[config.mk]
export PLATFORM = sky130hd
export DESIGN_NAME = ptj_setup
export DESIGN_NICKNAME = d
export VERILOG_FILES = /design/src/hdl/ptj_pkg.sv /design/src/hdl/ptj_delay_mem.sv /design/src/hdl/ptj_clamp.sv /design/src/hdl/ptj_setup.sv
export VERILOG_INCLUDE_DIRS = /design/src /design/src/hdl
export SDC_FILE = /design/constraint.sdc
export NUM_CORES = 2
export LEC_CHECK = 0
export BUFFER_PORTS_ARGS = -buffer_cell sky130_fd_sc_hd__buf_4
export CAP_MARGIN = 40
export CELL_PAD_IN_SITES_DETAIL_PLACEMENT = 1
export CELL_PAD_IN_SITES_GLOBAL_PLACEMENT = 2
export CORE_MARGIN = 2
export CORE_UTILIZATION = 52
export DETAILED_ROUTE_END_ITERATION = 10
export PLACE_DENSITY_LB_ADDON = 0.2
export SKIP_LAST_GASP = 1
export SYNTH_ARGS = -nofsm -noshare
export SYNTH_HDL_FRONTEND = slang
export SYNTH_SLANG_ARGS = --single-unit
[constraint.sdc]
create_clock -name clk_in -period 12.6 [get_ports clk_in]
set_clock_uncertainty 0.15 [all_clocks]
set_input_delay 1.26 -clock clk_in [delete_from_list [all_inputs] [get_ports clk_in]]
set_output_delay 1.26 -clock clk_in [all_outputs]
set_load 0.05 [all_outputs]
[src/hdl/ptj_defs.svh]
// addresses, reset values, ranges and timing of the profile target and jerk setup block
`ifndef PTJ_DEFS_SVH
`define PTJ_DEFS_SVH
`define PTJ_ADDR_DEN   16'h060E
`define PTJ_ADDR_NUM   16'h0610
`define PTJ_ADDR_JERK  16'h061A
`define PTJ_ADDR_PPS   16'h0620
`define PTJ_ADDR_ABS   16'h0622
`define PTJ_ADDR_RELM  16'h0624
`define PTJ_ADDR_RELT  16'h0626
`define PTJ_ADDR_PVS   16'h0628
`define PTJ_ADDR_STAT  16'h062A
`define PTJ_ADDR_TGT   16'h062C
`define PTJ_ADDR_LMAX  16'h062E
`define PTJ_ADDR_LMIN  16'h0630
`define PTJ_NUM_RST    32'h0000_0001
`define PTJ_DEN_RST    32'h0000_0001
`define PTJ_PPS_RST    16'h003C
`define PTJ_PPS_MIN    32'h0000_0001
`define PTJ_SPD_MAX    32'h0000_3390
`define PTJ_SPD_NEG    32'hFFFF_CC70
`define PTJ_JERK_RST   16'h0000
`define PTJ_JERK_MAX   16'h0080
`define PTJ_POS_MAX    32'h7FFF_FFFF
`define PTJ_TICK_NS    1000000
`define PTJ_CLK_NS     100
`endif

[src/hdl/ptj_pkg.sv]
// types shared by the profile target and jerk setup block
package ptj_pkg;
    // operating modes seen from the mode manager
    typedef enum logic [2:0] {
        MODE_NONE = 3'h0,
        MODE_PP   = 3'h1,
        MODE_JOG  = 3'h2,
        MODE_PV   = 3'h3,
        MODE_HOME = 3'h6
    } ptj_mode_type;
    // parameter access request from the fieldbus side
    typedef struct packed {
        logic        wr;
        logic        rd;
        logic [15:0] addr;
        logic [31:0] wdata;
    } ptj_req_type;
    // parameter access answer
    typedef struct packed {
        logic        ack;
        logic        err;
        logic [31:0] rdata;
    } ptj_rsp_type;
    // state of the setup block apart from the sample memory
    typedef struct packed {
        ptj_rsp_type        rsp;
        logic [31:0]        num;
        logic [31:0]        den;
        logic               apply;
        logic [15:0]        jerk;
        logic [15:0]        pps;
        logic [15:0]        pvs;
        logic [15:0]        pps_eff;
        logic [15:0]        pvs_eff;
        logic [31:0]        abs_t;
        logic [31:0]        relm;
        logic [31:0]        relt;
        logic [31:0]        target;
        logic               start;
        logic               zero;
        logic [31:0]        lim_max;
        logic [31:0]        lim_min;
        logic signed [39:0] sum;
        logic [15:0]        tick_cnt;
        logic [6:0]         wptr;
        logic [31:0]        smooth;
    } ptj_state_type;
    // index of the highest set bit, used for scaling and jerk window
    function automatic logic [4:0] ptj_msb(input logic [31:0] v);
        logic [4:0] r;
        r = 5'h00;
        for (int i = 0; i < 32; i++) begin
            if (v[i]) begin
                r = 5'(i);
            end
        end
        return r;
    endfunction
endpackage

[src/hdl/ptj_delay_mem.sv]
// sample memory of the jerk smoothing window, registered read
`timescale 1ns/1ps
`default_nettype none
module ptj_delay_mem #(
    parameter int W  = 32,
    parameter int AW = 7
) (
    input  wire logic          clk_in,
    input  wire logic          reset_n_in,
    input  wire logic          wr_en_in,
    input  wire logic [AW-1:0] wr_addr_in,
    input  wire logic [W-1:0]  wr_data_in,
    input  wire logic [AW-1:0] rd_addr_in,
    output var  logic [W-1:0]  rd_data_out
);
    logic [W-1:0] mem [2**AW];

    // storage write
    always_ff @(posedge clk_in) begin
        if (wr_en_in) begin
            mem[wr_addr_in] <= wr_data_in;
        end
    end

    // read data always from a register, old content on a same-cycle write
    always_ff @(posedge clk_in or negedge reset_n_in) begin
        if (!reset_n_in) begin
            rd_data_out <= '0;
        end else begin
            rd_data_out <= mem[rd_addr_in];
        end
    end
endmodule // ptj_delay_mem
`default_nettype wire

[src/hdl/ptj_clamp.sv]
// limits a signed speed to a magnitude, keeping its sign
`timescale 1ns/1ps
`default_nettype none
module ptj_clamp #(
    parameter int W = 16
) (
    input  wire logic [W-1:0] value_in,
    input  wire logic [W-1:0] limit_in,
    output var  logic [W-1:0] value_out
);
    logic [W-1:0] mag;

    // magnitude compare and re-signing
    always_comb begin
        mag = value_in[W-1] ? W'(-value_in) : value_in;
        if (mag > limit_in) begin
            value_out = value_in[W-1] ? W'(-limit_in) : limit_in;
        end else begin
            value_out = value_in;
        end
    end
endmodule // ptj_clamp
`default_nettype wire

[src/hdl/ptj_setup.sv]
// profile target, speed, scaling and jerk limitation setup of the drive
//
// Contract
// RULE_01: new scaling applies only when the numerator is written, never on denominator.
// RULE_02: numerator is signed 32 bit, accepts 1 to 2147483647, resets to 1.
// RULE_03: user position limits may shrink once the scaling factor is computed.
// RULE_04: profile position speed takes 1..13200, default 60, clamped by both ceilings.
// RULE_05: absolute target range follows scaling and enabled software limit switches.
// RULE_06: while moving, motor-relative target adds to actual motor position.
// RULE_07: while moving, target-relative target adds to current movement target.
// RULE_08: relative moves may overrun user limits only from standstill.
// RULE_09: such an overrun first sets the current position implicitly to zero.
// RULE_10: profile velocity speed takes -13200..13200, clamped by both ceilings.
// RULE_11: jerk time is 16 bit: 0 off, or 1 to 128 ms powers of two, reset 0.
// RULE_12: jerk limiting smooths reference position at every ramp transition.
// RULE_13: jerk limiting acts in profile velocity, profile position, jog and homing.
// RULE_14: jerk time changes only while the mode is inactive (motion finished).
// RULE_15: illegal or in-motion jerk writes are refused, old value kept.
`timescale 1ns/1ps
`default_nettype none
`include "ptj_defs.svh"
module ptj_setup #(
    parameter int TICK_CYCLES = `PTJ_TICK_NS / `PTJ_CLK_NS,
    parameter int MEM_AW      = 7
) (
    input  wire logic                 clk_in,
    input  wire logic                 reset_n_in,
    input  wire ptj_pkg::ptj_req_type par_req_in,
    output var  ptj_pkg::ptj_rsp_type par_rsp_out,
    input  wire logic                 motion_finished_in,
    input  wire ptj_pkg::ptj_mode_type op_mode_in,
    input  wire logic [31:0]          actual_pos_in,
    input  wire logic [31:0]          current_target_in,
    input  wire logic [15:0]          max_speed_in,
    input  wire logic [15:0]          profile_speed_ceiling_in,
    input  wire logic                 swlim_en_in,
    input  wire logic [31:0]          swlim_min_in,
    input  wire logic [31:0]          swlim_max_in,
    input  wire logic [31:0]          ref_pos_in,
    output var  logic [31:0]          scale_num_out,
    output var  logic [31:0]          scale_den_out,
    output var  logic                 scale_apply_out,
    output var  logic [31:0]          user_lim_max_out,
    output var  logic [31:0]          user_lim_min_out,
    output var  logic [15:0]          pp_speed_out,
    output var  logic [15:0]          pv_speed_out,
    output var  logic [31:0]          target_pos_out,
    output var  logic                 move_start_out,
    output var  logic                 set_pos_zero_out,
    output var  logic [15:0]          jerk_time_out,
    output var  logic [31:0]          ref_pos_smooth_out
);
    ptj_pkg::ptj_state_type s_r;
    ptj_pkg::ptj_state_type s_nxt;

    logic [31:0]       w;
    logic [31:0]       scl_max;
    logic [31:0]       lim_max_c;
    logic [31:0]       lim_min_c;
    logic [15:0]       spd_lim;
    logic [15:0]       pps_clamped;
    logic [15:0]       pvs_clamped;
    logic [31:0]       base;
    logic signed [32:0] cand;
    logic              cand_ok;
    logic              rel_ok;
    logic              jerk_ok;
    logic              jerk_act;
    logic [4:0]        jshift;
    logic [31:0]       old_smp;
    logic              tick;
    logic              is_rel;

    assign w = par_req_in.wdata;

    // user limits from the scaling factor and the software limit switches
    always_comb begin
        if (s_r.num > s_r.den) begin
            scl_max = `PTJ_POS_MAX >> ptj_pkg::ptj_msb(s_r.num); // RULE_03
        end else begin
            scl_max = `PTJ_POS_MAX;
        end
        lim_max_c = scl_max;
        lim_min_c = ~scl_max;
        if (swlim_en_in && ($signed(swlim_max_in) < $signed(lim_max_c))) begin
            lim_max_c = swlim_max_in; // RULE_05
        end
        if (swlim_en_in && ($signed(swlim_min_in) > $signed(lim_min_c))) begin
            lim_min_c = swlim_min_in; // RULE_05
        end
    end

    // the tighter of the maximum speed and the profile speed ceiling
    assign spd_lim = (max_speed_in < profile_speed_ceiling_in) ? max_speed_in
                                                               : profile_speed_ceiling_in;

    // profile position speed clamp
    ptj_clamp #(
        .W (16)
    ) u_pps_clamp (
        .value_in  (s_r.pps),
        .limit_in  (spd_lim),
        .value_out (pps_clamped)
    );

    // profile velocity speed clamp
    ptj_clamp #(
        .W (16)
    ) u_pvs_clamp (
        .value_in  (s_r.pvs),
        .limit_in  (spd_lim),
        .value_out (pvs_clamped)
    );

    // relative target arithmetic, overflow kept in the extra bit
    always_comb begin
        is_rel = (par_req_in.addr == `PTJ_ADDR_RELM); // motor-relative base selected
        if (is_rel) begin
            base = actual_pos_in; // RULE_06
        end else begin
            base = current_target_in; // RULE_07
        end
        cand    = $signed({base[31], base}) + $signed({w[31], w});
        cand_ok = (cand <= $signed({1'b0, s_r.lim_max}))
               && (cand >= $signed({s_r.lim_min[31], s_r.lim_min}));
        rel_ok  = ($signed(w) <= $signed(s_r.lim_max)) && ($signed(w) >= $signed(s_r.lim_min));
    end

    // jerk code check: zero or a single bit up to the top setting
    assign jerk_ok = (w[31:16] == 16'h0000) && (w[15:0] <= `PTJ_JERK_MAX)
                  && ((w[15:0] & (w[15:0] - 16'h0001)) == 16'h0000); // RULE_11

    // smoothing only in profile generator modes with a nonzero window
    assign jerk_act = (s_r.jerk != `PTJ_JERK_RST)
                   && ((op_mode_in == ptj_pkg::MODE_PV) || (op_mode_in == ptj_pkg::MODE_PP)
                    || (op_mode_in == ptj_pkg::MODE_JOG)
                    || (op_mode_in == ptj_pkg::MODE_HOME)); // RULE_13
    assign jshift = ptj_pkg::ptj_msb({16'h0000, s_r.jerk});
    assign tick   = (s_r.tick_cnt == 16'(TICK_CYCLES - 1));

    // window of past reference samples, one per millisecond
    ptj_delay_mem #(
        .W  (32),
        .AW (MEM_AW)
    ) u_delay_mem (
        .clk_in      (clk_in),
        .reset_n_in  (reset_n_in),
        .wr_en_in    (tick),
        .wr_addr_in  (s_r.wptr),
        .wr_data_in  (ref_pos_in),
        .rd_addr_in  (7'(s_r.wptr - 7'(s_r.jerk))),
        .rd_data_out (old_smp)
    );

    // next state: parameter access, target generation and jerk filter
    always_comb begin
        s_nxt           = s_r;
        s_nxt.rsp.ack   = 1'b0;
        s_nxt.rsp.err   = 1'b0;
        s_nxt.apply     = 1'b0;
        s_nxt.start     = 1'b0;
        s_nxt.zero      = 1'b0;
        s_nxt.lim_max   = lim_max_c;
        s_nxt.lim_min   = lim_min_c;
        s_nxt.pps_eff   = pps_clamped; // RULE_04
        s_nxt.pvs_eff   = pvs_clamped; // RULE_10
        if (par_req_in.wr) begin
            s_nxt.rsp.ack = 1'b1;
            case (par_req_in.addr)
                `PTJ_ADDR_NUM: begin
                    if ($signed(w) > 0) begin // RULE_02
                        s_nxt.num   = w;
                        s_nxt.apply = 1'b1; // RULE_01
                    end else begin
                        s_nxt.rsp.err = 1'b1;
                    end
                end
                `PTJ_ADDR_DEN: begin
                    if ($signed(w) > 0) begin
                        s_nxt.den = w; // RULE_01
                    end else begin
                        s_nxt.rsp.err = 1'b1;
                    end
                end
                `PTJ_ADDR_JERK: begin
                    if (jerk_ok && motion_finished_in) begin // RULE_14
                        s_nxt.jerk = w[15:0];
                    end else begin
                        s_nxt.rsp.err = 1'b1; // RULE_15
                    end
                end
                `PTJ_ADDR_PPS: begin
                    if ((w >= `PTJ_PPS_MIN) && (w <= `PTJ_SPD_MAX)) begin // RULE_04
                        s_nxt.pps = w[15:0];
                    end else begin
                        s_nxt.rsp.err = 1'b1;
                    end
                end
                `PTJ_ADDR_PVS: begin
                    if (($signed(w) >= $signed(`PTJ_SPD_NEG))
                            && ($signed(w) <= $signed(`PTJ_SPD_MAX))) begin // RULE_10
                        s_nxt.pvs = w[15:0];
                    end else begin
                        s_nxt.rsp.err = 1'b1;
                    end
                end
                `PTJ_ADDR_ABS: begin
                    if (($signed(w) <= $signed(s_r.lim_max))
                            && ($signed(w) >= $signed(s_r.lim_min))) begin // RULE_05
                        s_nxt.abs_t  = w;
                        s_nxt.target = w;
                        s_nxt.start  = 1'b1;
                    end else begin
                        s_nxt.rsp.err = 1'b1;
                    end
                end
                `PTJ_ADDR_RELM, `PTJ_ADDR_RELT: begin
                    if (is_rel) begin
                        s_nxt.relm = w;
                    end else begin
                        s_nxt.relt = w;
                    end
                    if (cand_ok) begin
                        s_nxt.target = 32'(cand); // RULE_06 RULE_07
                        s_nxt.start  = 1'b1;
                    end else if (motion_finished_in && rel_ok) begin // RULE_08
                        s_nxt.zero   = 1'b1; // RULE_09
                        s_nxt.target = w;
                        s_nxt.start  = 1'b1;
                    end else begin
                        s_nxt.rsp.err = 1'b1;
                    end
                end
                default: begin
                    s_nxt.rsp.err = 1'b1;
                end
            endcase
        end else if (par_req_in.rd) begin
            s_nxt.rsp.ack = 1'b1;
            case (par_req_in.addr)
                `PTJ_ADDR_NUM:  s_nxt.rsp.rdata = s_r.num;
                `PTJ_ADDR_DEN:  s_nxt.rsp.rdata = s_r.den;
                `PTJ_ADDR_JERK: s_nxt.rsp.rdata = {16'h0000, s_r.jerk};
                `PTJ_ADDR_PPS:  s_nxt.rsp.rdata = {16'h0000, s_r.pps};
                `PTJ_ADDR_PVS:  s_nxt.rsp.rdata = {{16{s_r.pvs[15]}}, s_r.pvs};
                `PTJ_ADDR_ABS:  s_nxt.rsp.rdata = s_r.abs_t;
                `PTJ_ADDR_RELM: s_nxt.rsp.rdata = s_r.relm;
                `PTJ_ADDR_RELT: s_nxt.rsp.rdata = s_r.relt;
                `PTJ_ADDR_STAT: s_nxt.rsp.rdata = {30'h0000_0000, jerk_act, motion_finished_in};
                `PTJ_ADDR_TGT:  s_nxt.rsp.rdata = s_r.target;
                `PTJ_ADDR_LMAX: s_nxt.rsp.rdata = s_r.lim_max;
                `PTJ_ADDR_LMIN: s_nxt.rsp.rdata = s_r.lim_min;
                default: begin
                    s_nxt.rsp.rdata = 32'h0000_0000;
                    s_nxt.rsp.err   = 1'b1;
                end
            endcase
        end
        // millisecond sample tick and moving average over the jerk window
        s_nxt.tick_cnt = tick ? 16'h0000 : 16'(s_r.tick_cnt + 16'h0001);
        if (tick) begin
            s_nxt.wptr = 7'(s_r.wptr + 7'h01);
            if (!jerk_act || motion_finished_in) begin
                // standstill or bypass: preload window
                s_nxt.sum    = $signed({{8{ref_pos_in[31]}}, ref_pos_in}) <<< jshift;
                s_nxt.smooth = ref_pos_in;
            end else begin
                s_nxt.sum    = s_r.sum + $signed({{8{ref_pos_in[31]}}, ref_pos_in})
                             - $signed({{8{old_smp[31]}}, old_smp}); // RULE_12
                s_nxt.smooth = 32'(s_nxt.sum >>> jshift); // RULE_12
            end
        end
    end

    // state register
    always_ff @(posedge clk_in or negedge reset_n_in) begin
        if (!reset_n_in) begin
            s_r          <= '0;
            s_r.num      <= `PTJ_NUM_RST; // RULE_02
            s_r.den      <= `PTJ_DEN_RST;
            s_r.jerk     <= `PTJ_JERK_RST; // RULE_11
            s_r.pps      <= `PTJ_PPS_RST; // RULE_04
            s_r.pps_eff  <= `PTJ_PPS_RST;
            s_r.lim_max  <= `PTJ_POS_MAX;
            s_r.lim_min  <= ~`PTJ_POS_MAX;
        end else begin
            s_r <= s_nxt;
        end
    end

    // outputs straight from the state register
    assign par_rsp_out        = s_r.rsp;
    assign scale_num_out      = s_r.num;
    assign scale_den_out      = s_r.den;
    assign scale_apply_out    = s_r.apply;
    assign user_lim_max_out   = s_r.lim_max;
    assign user_lim_min_out   = s_r.lim_min;
    assign pp_speed_out       = s_r.pps_eff;
    assign pv_speed_out       = s_r.pvs_eff;
    assign target_pos_out     = s_r.target;
    assign move_start_out     = s_r.start;
    assign set_pos_zero_out   = s_r.zero;
    assign jerk_time_out      = s_r.jerk;
    assign ref_pos_smooth_out = s_r.smooth;
endmodule // ptj_setup
`default_nettype wire

* Yosys cells after proc, flatten, opt, wreduce, memory -nomap -nowiden
Memories as Yosys holds them, arrays and structs flattened. A register that Yosys moved wholly into a read port is not among the register bits.
Cells that the tools add are included.
** Operators by class
- Reductions and logical operators :: 34
- Order comparisons :: 16
- Equal/unequal tests :: 19
- Multiplexer cells :: 91
- Add/subtract/negate cells :: 10
- Shift operators :: 3
- Bitwise operators :: 4
** Operators by type and width (count)
- case mux 32 bit (12 select lines) :: 1
- two-way mux 16 bit :: 14
- two-way mux 5 bit :: 44
- == test 16 x 11 -> 1 bit, second input constant :: 12
- two-way mux 32 bit :: 5
- two-way mux 34 bit :: 2
- two-way mux 33 bit :: 2
- case mux 33 bit (2 select lines) :: 1
- > comparator 32 bit :: 2
- two-way mux 49 bit :: 1
- negator 16 bit :: 3
- adder 40 x 32 -> 40 bit :: 1
- two-way mux 40 bit :: 1
- <<< shifter 32 x 5 -> 40 bit :: 1
- >>> shifter 40 x 5 -> 32 bit :: 1
- subtractor 40 x 32 -> 40 bit :: 1
- adder 32 x 32 -> 33 bit :: 1
- greater-or-equal comparator 33 x 32 -> 1 bit :: 1
- <= comparator 33 bit :: 1
- greater-or-equal comparator 32 x 1 -> 1 bit, second input constant :: 1
- greater-or-equal comparator 32 x 15 -> 1 bit, second input constant :: 1
- greater-or-equal comparator 32 bit :: 1
- > comparator 16 bit :: 2
- > comparator 32 x 1 -> 1 bit, second input constant :: 1
- 34 further kinds :: 76
** Word-level totals
- Word-level logic and storage cells :: 201
- RAM bits :: 4096
- Memories :: 1
- Output and inout bits :: 277
- Bits in registers :: 468
** Memories
- u_delay_mem.mem :: depth 128, width 32, read ports 1, clocked after Yosys merged registers in 1, wr ports 1, line ptj_delay_mem.sv:16 : logic [W-1:0] mem [2**AW];

* Depth between registers and ports, before layout
- Word-level depth :: 38
- Depth in mapped cells :: 33
- Gate-level depth less buffers :: 30

* By module
Synthesis repeated with hierarchy kept, for this count alone.
** Unflattened totals
- Cell total of the unflattened synthesis :: 10634
- Area, all modules :: 197276.7 sq um
** Modules (own cells, without submodules)
- ptj_delay_mem :: sequential area each 123798.7 sq um, cells an instance 5990, times used 1, area each 156417.5 sq um
- ptj_setup :: sequential area each 11763.8 sq um, cells an instance 4304, times used 1, area each 38206.6 sq um
- ptj_clamp :: sequential area each 0.0 sq um, cells an instance 170, times used 2, area each 1326.3 sq um

* Worst setup path before layout
No wires, ideal clock.
- Kind :: input-to-reg
- From :: input par_req_in[40] in the netlist's numbering
- To :: register s_r, in the netlist target_pos_out[10]
- Stages on the path :: 31
- Data arrival time :: 8.086 ns
- Required time :: 12.325 ns
- Setup time :: 0.125 ns
- Path buffers :: 3
- Path slack :: 4.240 ns
- Cell sequence :: nor4b_1 -> nand2_1 -> nor4_2 -> nand2_1 -> nor2_1 -> clkbuf_1 -> buf_1 -> mux2_2 -> ha_1 -> o21ai_0 -> o21bai_1 -> a211oi_1 -> nor3_1 -> a21oi_1 -> a21bo_2 -> a21o_1 -> a21oi_1 -> xnor2_1 -> ha_1 -> a21oi_1 -> o21ai_0 -> a2111oi_0 -> o21ai_0 -> a211oi_1 -> a211o_1 -> a221oi_2 -> or2_1 -> a21o_1 -> a21boi_4 -> buf_6 -> mux2_2
** Between the ends
- Word-level cells in the longest chain between the ends :: 7
** RTL lines
- start, declared :: line ptj_setup.sv:28 : input wire ptj_pkg::ptj_req_type par_req_in,
- == test 16 x 11 -> 1 bit :: line ptj_setup.sv:169 : case (par_req_in.addr)
- two-way mux 32 bit :: line ptj_setup.sv:118 : if (is_rel) begin
- adder 32 x 32 -> 33 bit :: line ptj_setup.sv:123 : cand = $signed({base[31], base}) + $signed({w[31], w});
- <= comparator 33 bit or greater-or-equal comparator 33 x 32 -> 1 bit (tied branches) :: line ptj_setup.sv:124, ptj_setup.sv:125
- logical AND 1 bit :: line ptj_setup.sv:125 : && (cand >= $signed({s_r.lim_min[31], s_r.lim_min}));
- != test 3 bit (no line) or two-way mux 33 bit (tied branches)
- AND reduction 4 bit (no line) or case mux 33 bit (2 select lines) (tied branches)
- end signal, assigned :: line ptj_setup.sv:287 : s_r <= s_nxt;
- end, declared :: line ptj_setup.sv:53 : ptj_pkg::ptj_state_type s_r;
Several ways; a longest one is shown, not always the timed one.
A chain may end at the register's enable or synchronous reset.

* Worst setup path after layout
- From :: input par_req_in[40] in the netlist's numbering
- To :: register s_r, in the netlist target_pos_out[22]
The elaborated chain is that of the path after synthesis.

==> results_dict.tcl <==
set metrics [dict create \
    core-area_um2 378300 \
    holdBufCountCts 0 \
    synth-edff-count 4096 \
    p_sw_share_pct 21.82 \
    combPwrFrac_pct 4.3 \
    portBuffers 525 \
    antenna_found_initial 47 \
    p_int_mw 25.06 \
    reg2reg_slack_ps 5330 \
    die_w_um 620.2 \
    critical_path.top_delay_family "compound AO/OA/AOI/OAI gates" \
    async_flop_share_pct 10.88 \
    power_frac_clock_pct 43.6 \
    dp_slack_ps 2161 \
    cp_max_fo 24 \
    maxCapViolCount 0 \
    yosysSeqAreaShare_pct 68.66 \
    worstPathArrival_ps 10230 \
    avgSynthCellArea_um2 18.16 \
    drive_above_1_share_pct 29.62 \
    finalHoldViolCount 0 \
    fillers 32730 \
    p_leak_nw 77.15 \
    min_period_over_period_pct 75.63 \
    grt_pass1_wl_um 909500 \
    max_stage_delay_ps 800 \
    critPathRequiredTime_ps 13300 \
    hpwlAfterDp_um 407300 \
    drc 0 \
    clock-root-buffer "clkbuf_16" \
    synth.cell_area_um2 197400 \
    wire_per_inst_um 38.71 \
    switching_power_mw 6.996 \
    synth_nets 11510 \
    p_seq_share_pct 52.0 \
    dr.pass1.iters 7 \
    cellPowerDensity_nw_per_um2 143.3 \
    status "completed" \
    synth-seq-cells 4596 \
    clk_pin_slew_worst_paths_ps 60 \
    vias 112600 \
    slew_headroom_pct 21.84 \
    fin_tns_setup_ps 0 \
    tightest_slew_ps 1172 \
    grt_max_degree 167 \
    ys_types 93 \
    worstSetupPathType "input port to flip-flop" \
    die_h_um 620.2 \
    rows 226 \
    crit_cells 34 \
    synthTopCellsByCount "edfxtp_1 (4,096), mux4_2 (1,293), nand2_1 (522)" \
    reg2reg_to "user_lim_min_out[4]" \
    crit_buf_inv 5 \
    overflow 0 \
    routed_wl_um 652400 \
    clock_path_buffers 4 \
    htree_levels 5 \
    reg2reg_depth 22 \
    grt.total_usage_pct 33.89 \
    start_kind "input port" \
    nNetsFinal 12060 \
    via_per_inst 6.683 \
    postRouteAntennaNets 0 \
    crit_start "par_req_in[40]" \
    syn_inst 10870 \
    yosys_warnings 0 \
    worstSkewPairLatency_ps 1040 \
    rsz0062_at_grt "no" \
    tritoncts "done" \
    die-area_um2 384600 \
    yosys.area.top_type "edfxtp_1" \
    regToRegStartpoint "scale_num_out[28]" \
    yosysMostFrequentCell "edfxtp_1" \
    start_util_pct 52.18 \
    cpMaxStageDelayCell "nor2_4" \
    drt_iter0_drc 14360 \
    cts_num_sinks 4596 \
    synthTopCellsByArea "edfxtp_1 (62%), mux4_2 (15%), dfrtp_1 (5.8%)" \
    ios 526 \
    cts_resized 0 \
    critPathCaptureType "flip-flop" \
    syn_to_final_growth_pct 13.27 \
    peakVddDrop_uv 146.6 \
    finalWorstSetupSlack_ps 3070 \
    hold_class "input port to async pin" \
    fmax_mhz 104.9 \
    period_needed_ps 9530 \
    synthFlopType "edfxtp_1" \
    grt_pass1_vias 116600 \
    numCtsBuffers 456 \
    synth_top_area_share_pct 62.30 \
    cts_setup_buffers 0 \
    drv_slew 0 \
    place_congestion 0.9326 \
    setup_viol 0 \
]
-- state kept, by name, indices dropped and copies added, names as in the netlist --
register	count
jerk_time_out	16
move_start_out	1
par_rsp_out	34
pp_speed_out	16
pv_speed_out	16
ref_pos_smooth_out	32
s_r	191
scale_apply_out	1
scale_den_out	32
scale_num_out	32
set_pos_zero_out	1
target_pos_out	32
u_delay_mem.mem	4096
u_delay_mem.rd_data_out	32
user_lim_max_out	32
user_lim_min_out	32
-- logic make-up after synthesis --
kind of cell / count (synthesis) / share of synthesized area, %
and+or+nand+nor: 1446 / 3.304
xor gates and xnor gates: 127 / 0.5634
adders and majority gates: 396 / 2.663
DFF: 4596 / 68.66
muxes: 1851 / 17.81
AOI/OAI and AO/OA: 1273 / 4.211
buffers and inverters: 1181 / 2.788
-- cells in the final DEF, fill, tap and decap left out, drive strengths merged, types with 26 or more instances in the layout --
cell	netlist	routed
clkbuf	418	553
inv	348	356
and3	26	26
nand3	84	84
a211oi	66	66
mux2i	193	193
nand2	522	522
clkinv	1	223
a31oi	63	63
buf	414	918
a21oi	265	265
dfrtp	458	458
and2	34	34
a221oi	32	32
a21o	77	77
o211ai	70	70
nor3	92	92
diode	0	27
mux2	365	365
o21a	35	35
xnor2	97	97
bufinv	0	59
nand2b	34	34
mux4	1293	1293
nor2	436	436
nor4	37	37
fa	41	41
xor2	30	30
o31ai	50	50
a22o	50	50
edfxtp	4096	4096
o21ai	355	355
dfstp	42	42
ha	353	353
nand4	67	67
nor2b	36	36
-- worst max-delay path by stage --
stage	endpoint	slack, ps
final	target_pos_out[22]	3070
after global routing	target_pos_out[28]	2420
after CTS	target_pos_out[22]	3180
after detailed placement	target_pos_out[22]	2160
after global placement	target_pos_out[1]	2010
after floorplan	target_pos_out[10]	4240
-- area by class of cell --
type	count	area [µm²]	share of cell area, %
clock inverter	302	3151	1.409
inverter	349	1310	0.5858
multi-input combinational	5093	57550	25.73
timing repair buffer	918	7589	3.393
clock buffer	553	12130	5.424
antenna	27	67.56	0.03021
sequential	4596	135600	60.62
tap	5016	6276	2.806
-- routing by layer --
layer	global-route usage [%]	wire length, µm	vias up	part of all wire, %
met5	0	119	-	0.018
met4	14.44	32310	18	5.0
met3	6.269	61320	1170	9.4
met2	53.95	307900	6358	47
met1	46.30	250800	60390	38
li1	-	-	44690	-
-- power groups by stage --
stage / clock (mW) / combinational (mW) / sequential, mW
2_1_floorplan: 0 / 0.662 / 17.0
3_3_place_gp: 0 / 1.31 / 17.0
3_5_place_dp: 0 / 1.35 / 17.0
4_1_cts: 14.1 / 1.36 / 16.7
5_1_grt: 14.6 / 1.48 / 16.7
6_report: 14.0 / 1.39 / 16.7
-- metrics by stage --
step / utilization [%] / hold WS, ps / total power [mW] / std cells / instance area (µm²)
floorplan: - / 284.5 / 17.62 / 10870 / 197400
global placement: 54.79 / 297.8 / 18.30 / 15900 / 207300
detailed placement: 54.96 / 320.2 / 18.35 / 15960 / 208000
CTS: 59.00 / 147.0 / 32.16 / 16810 / 223200
global route: 59.10 / 177.8 / 32.75 / 16830 / 223600
finish: 59.11 / 147.0 / 32.06 / 16850 / 223600
(Power assumes the default switching activity.)
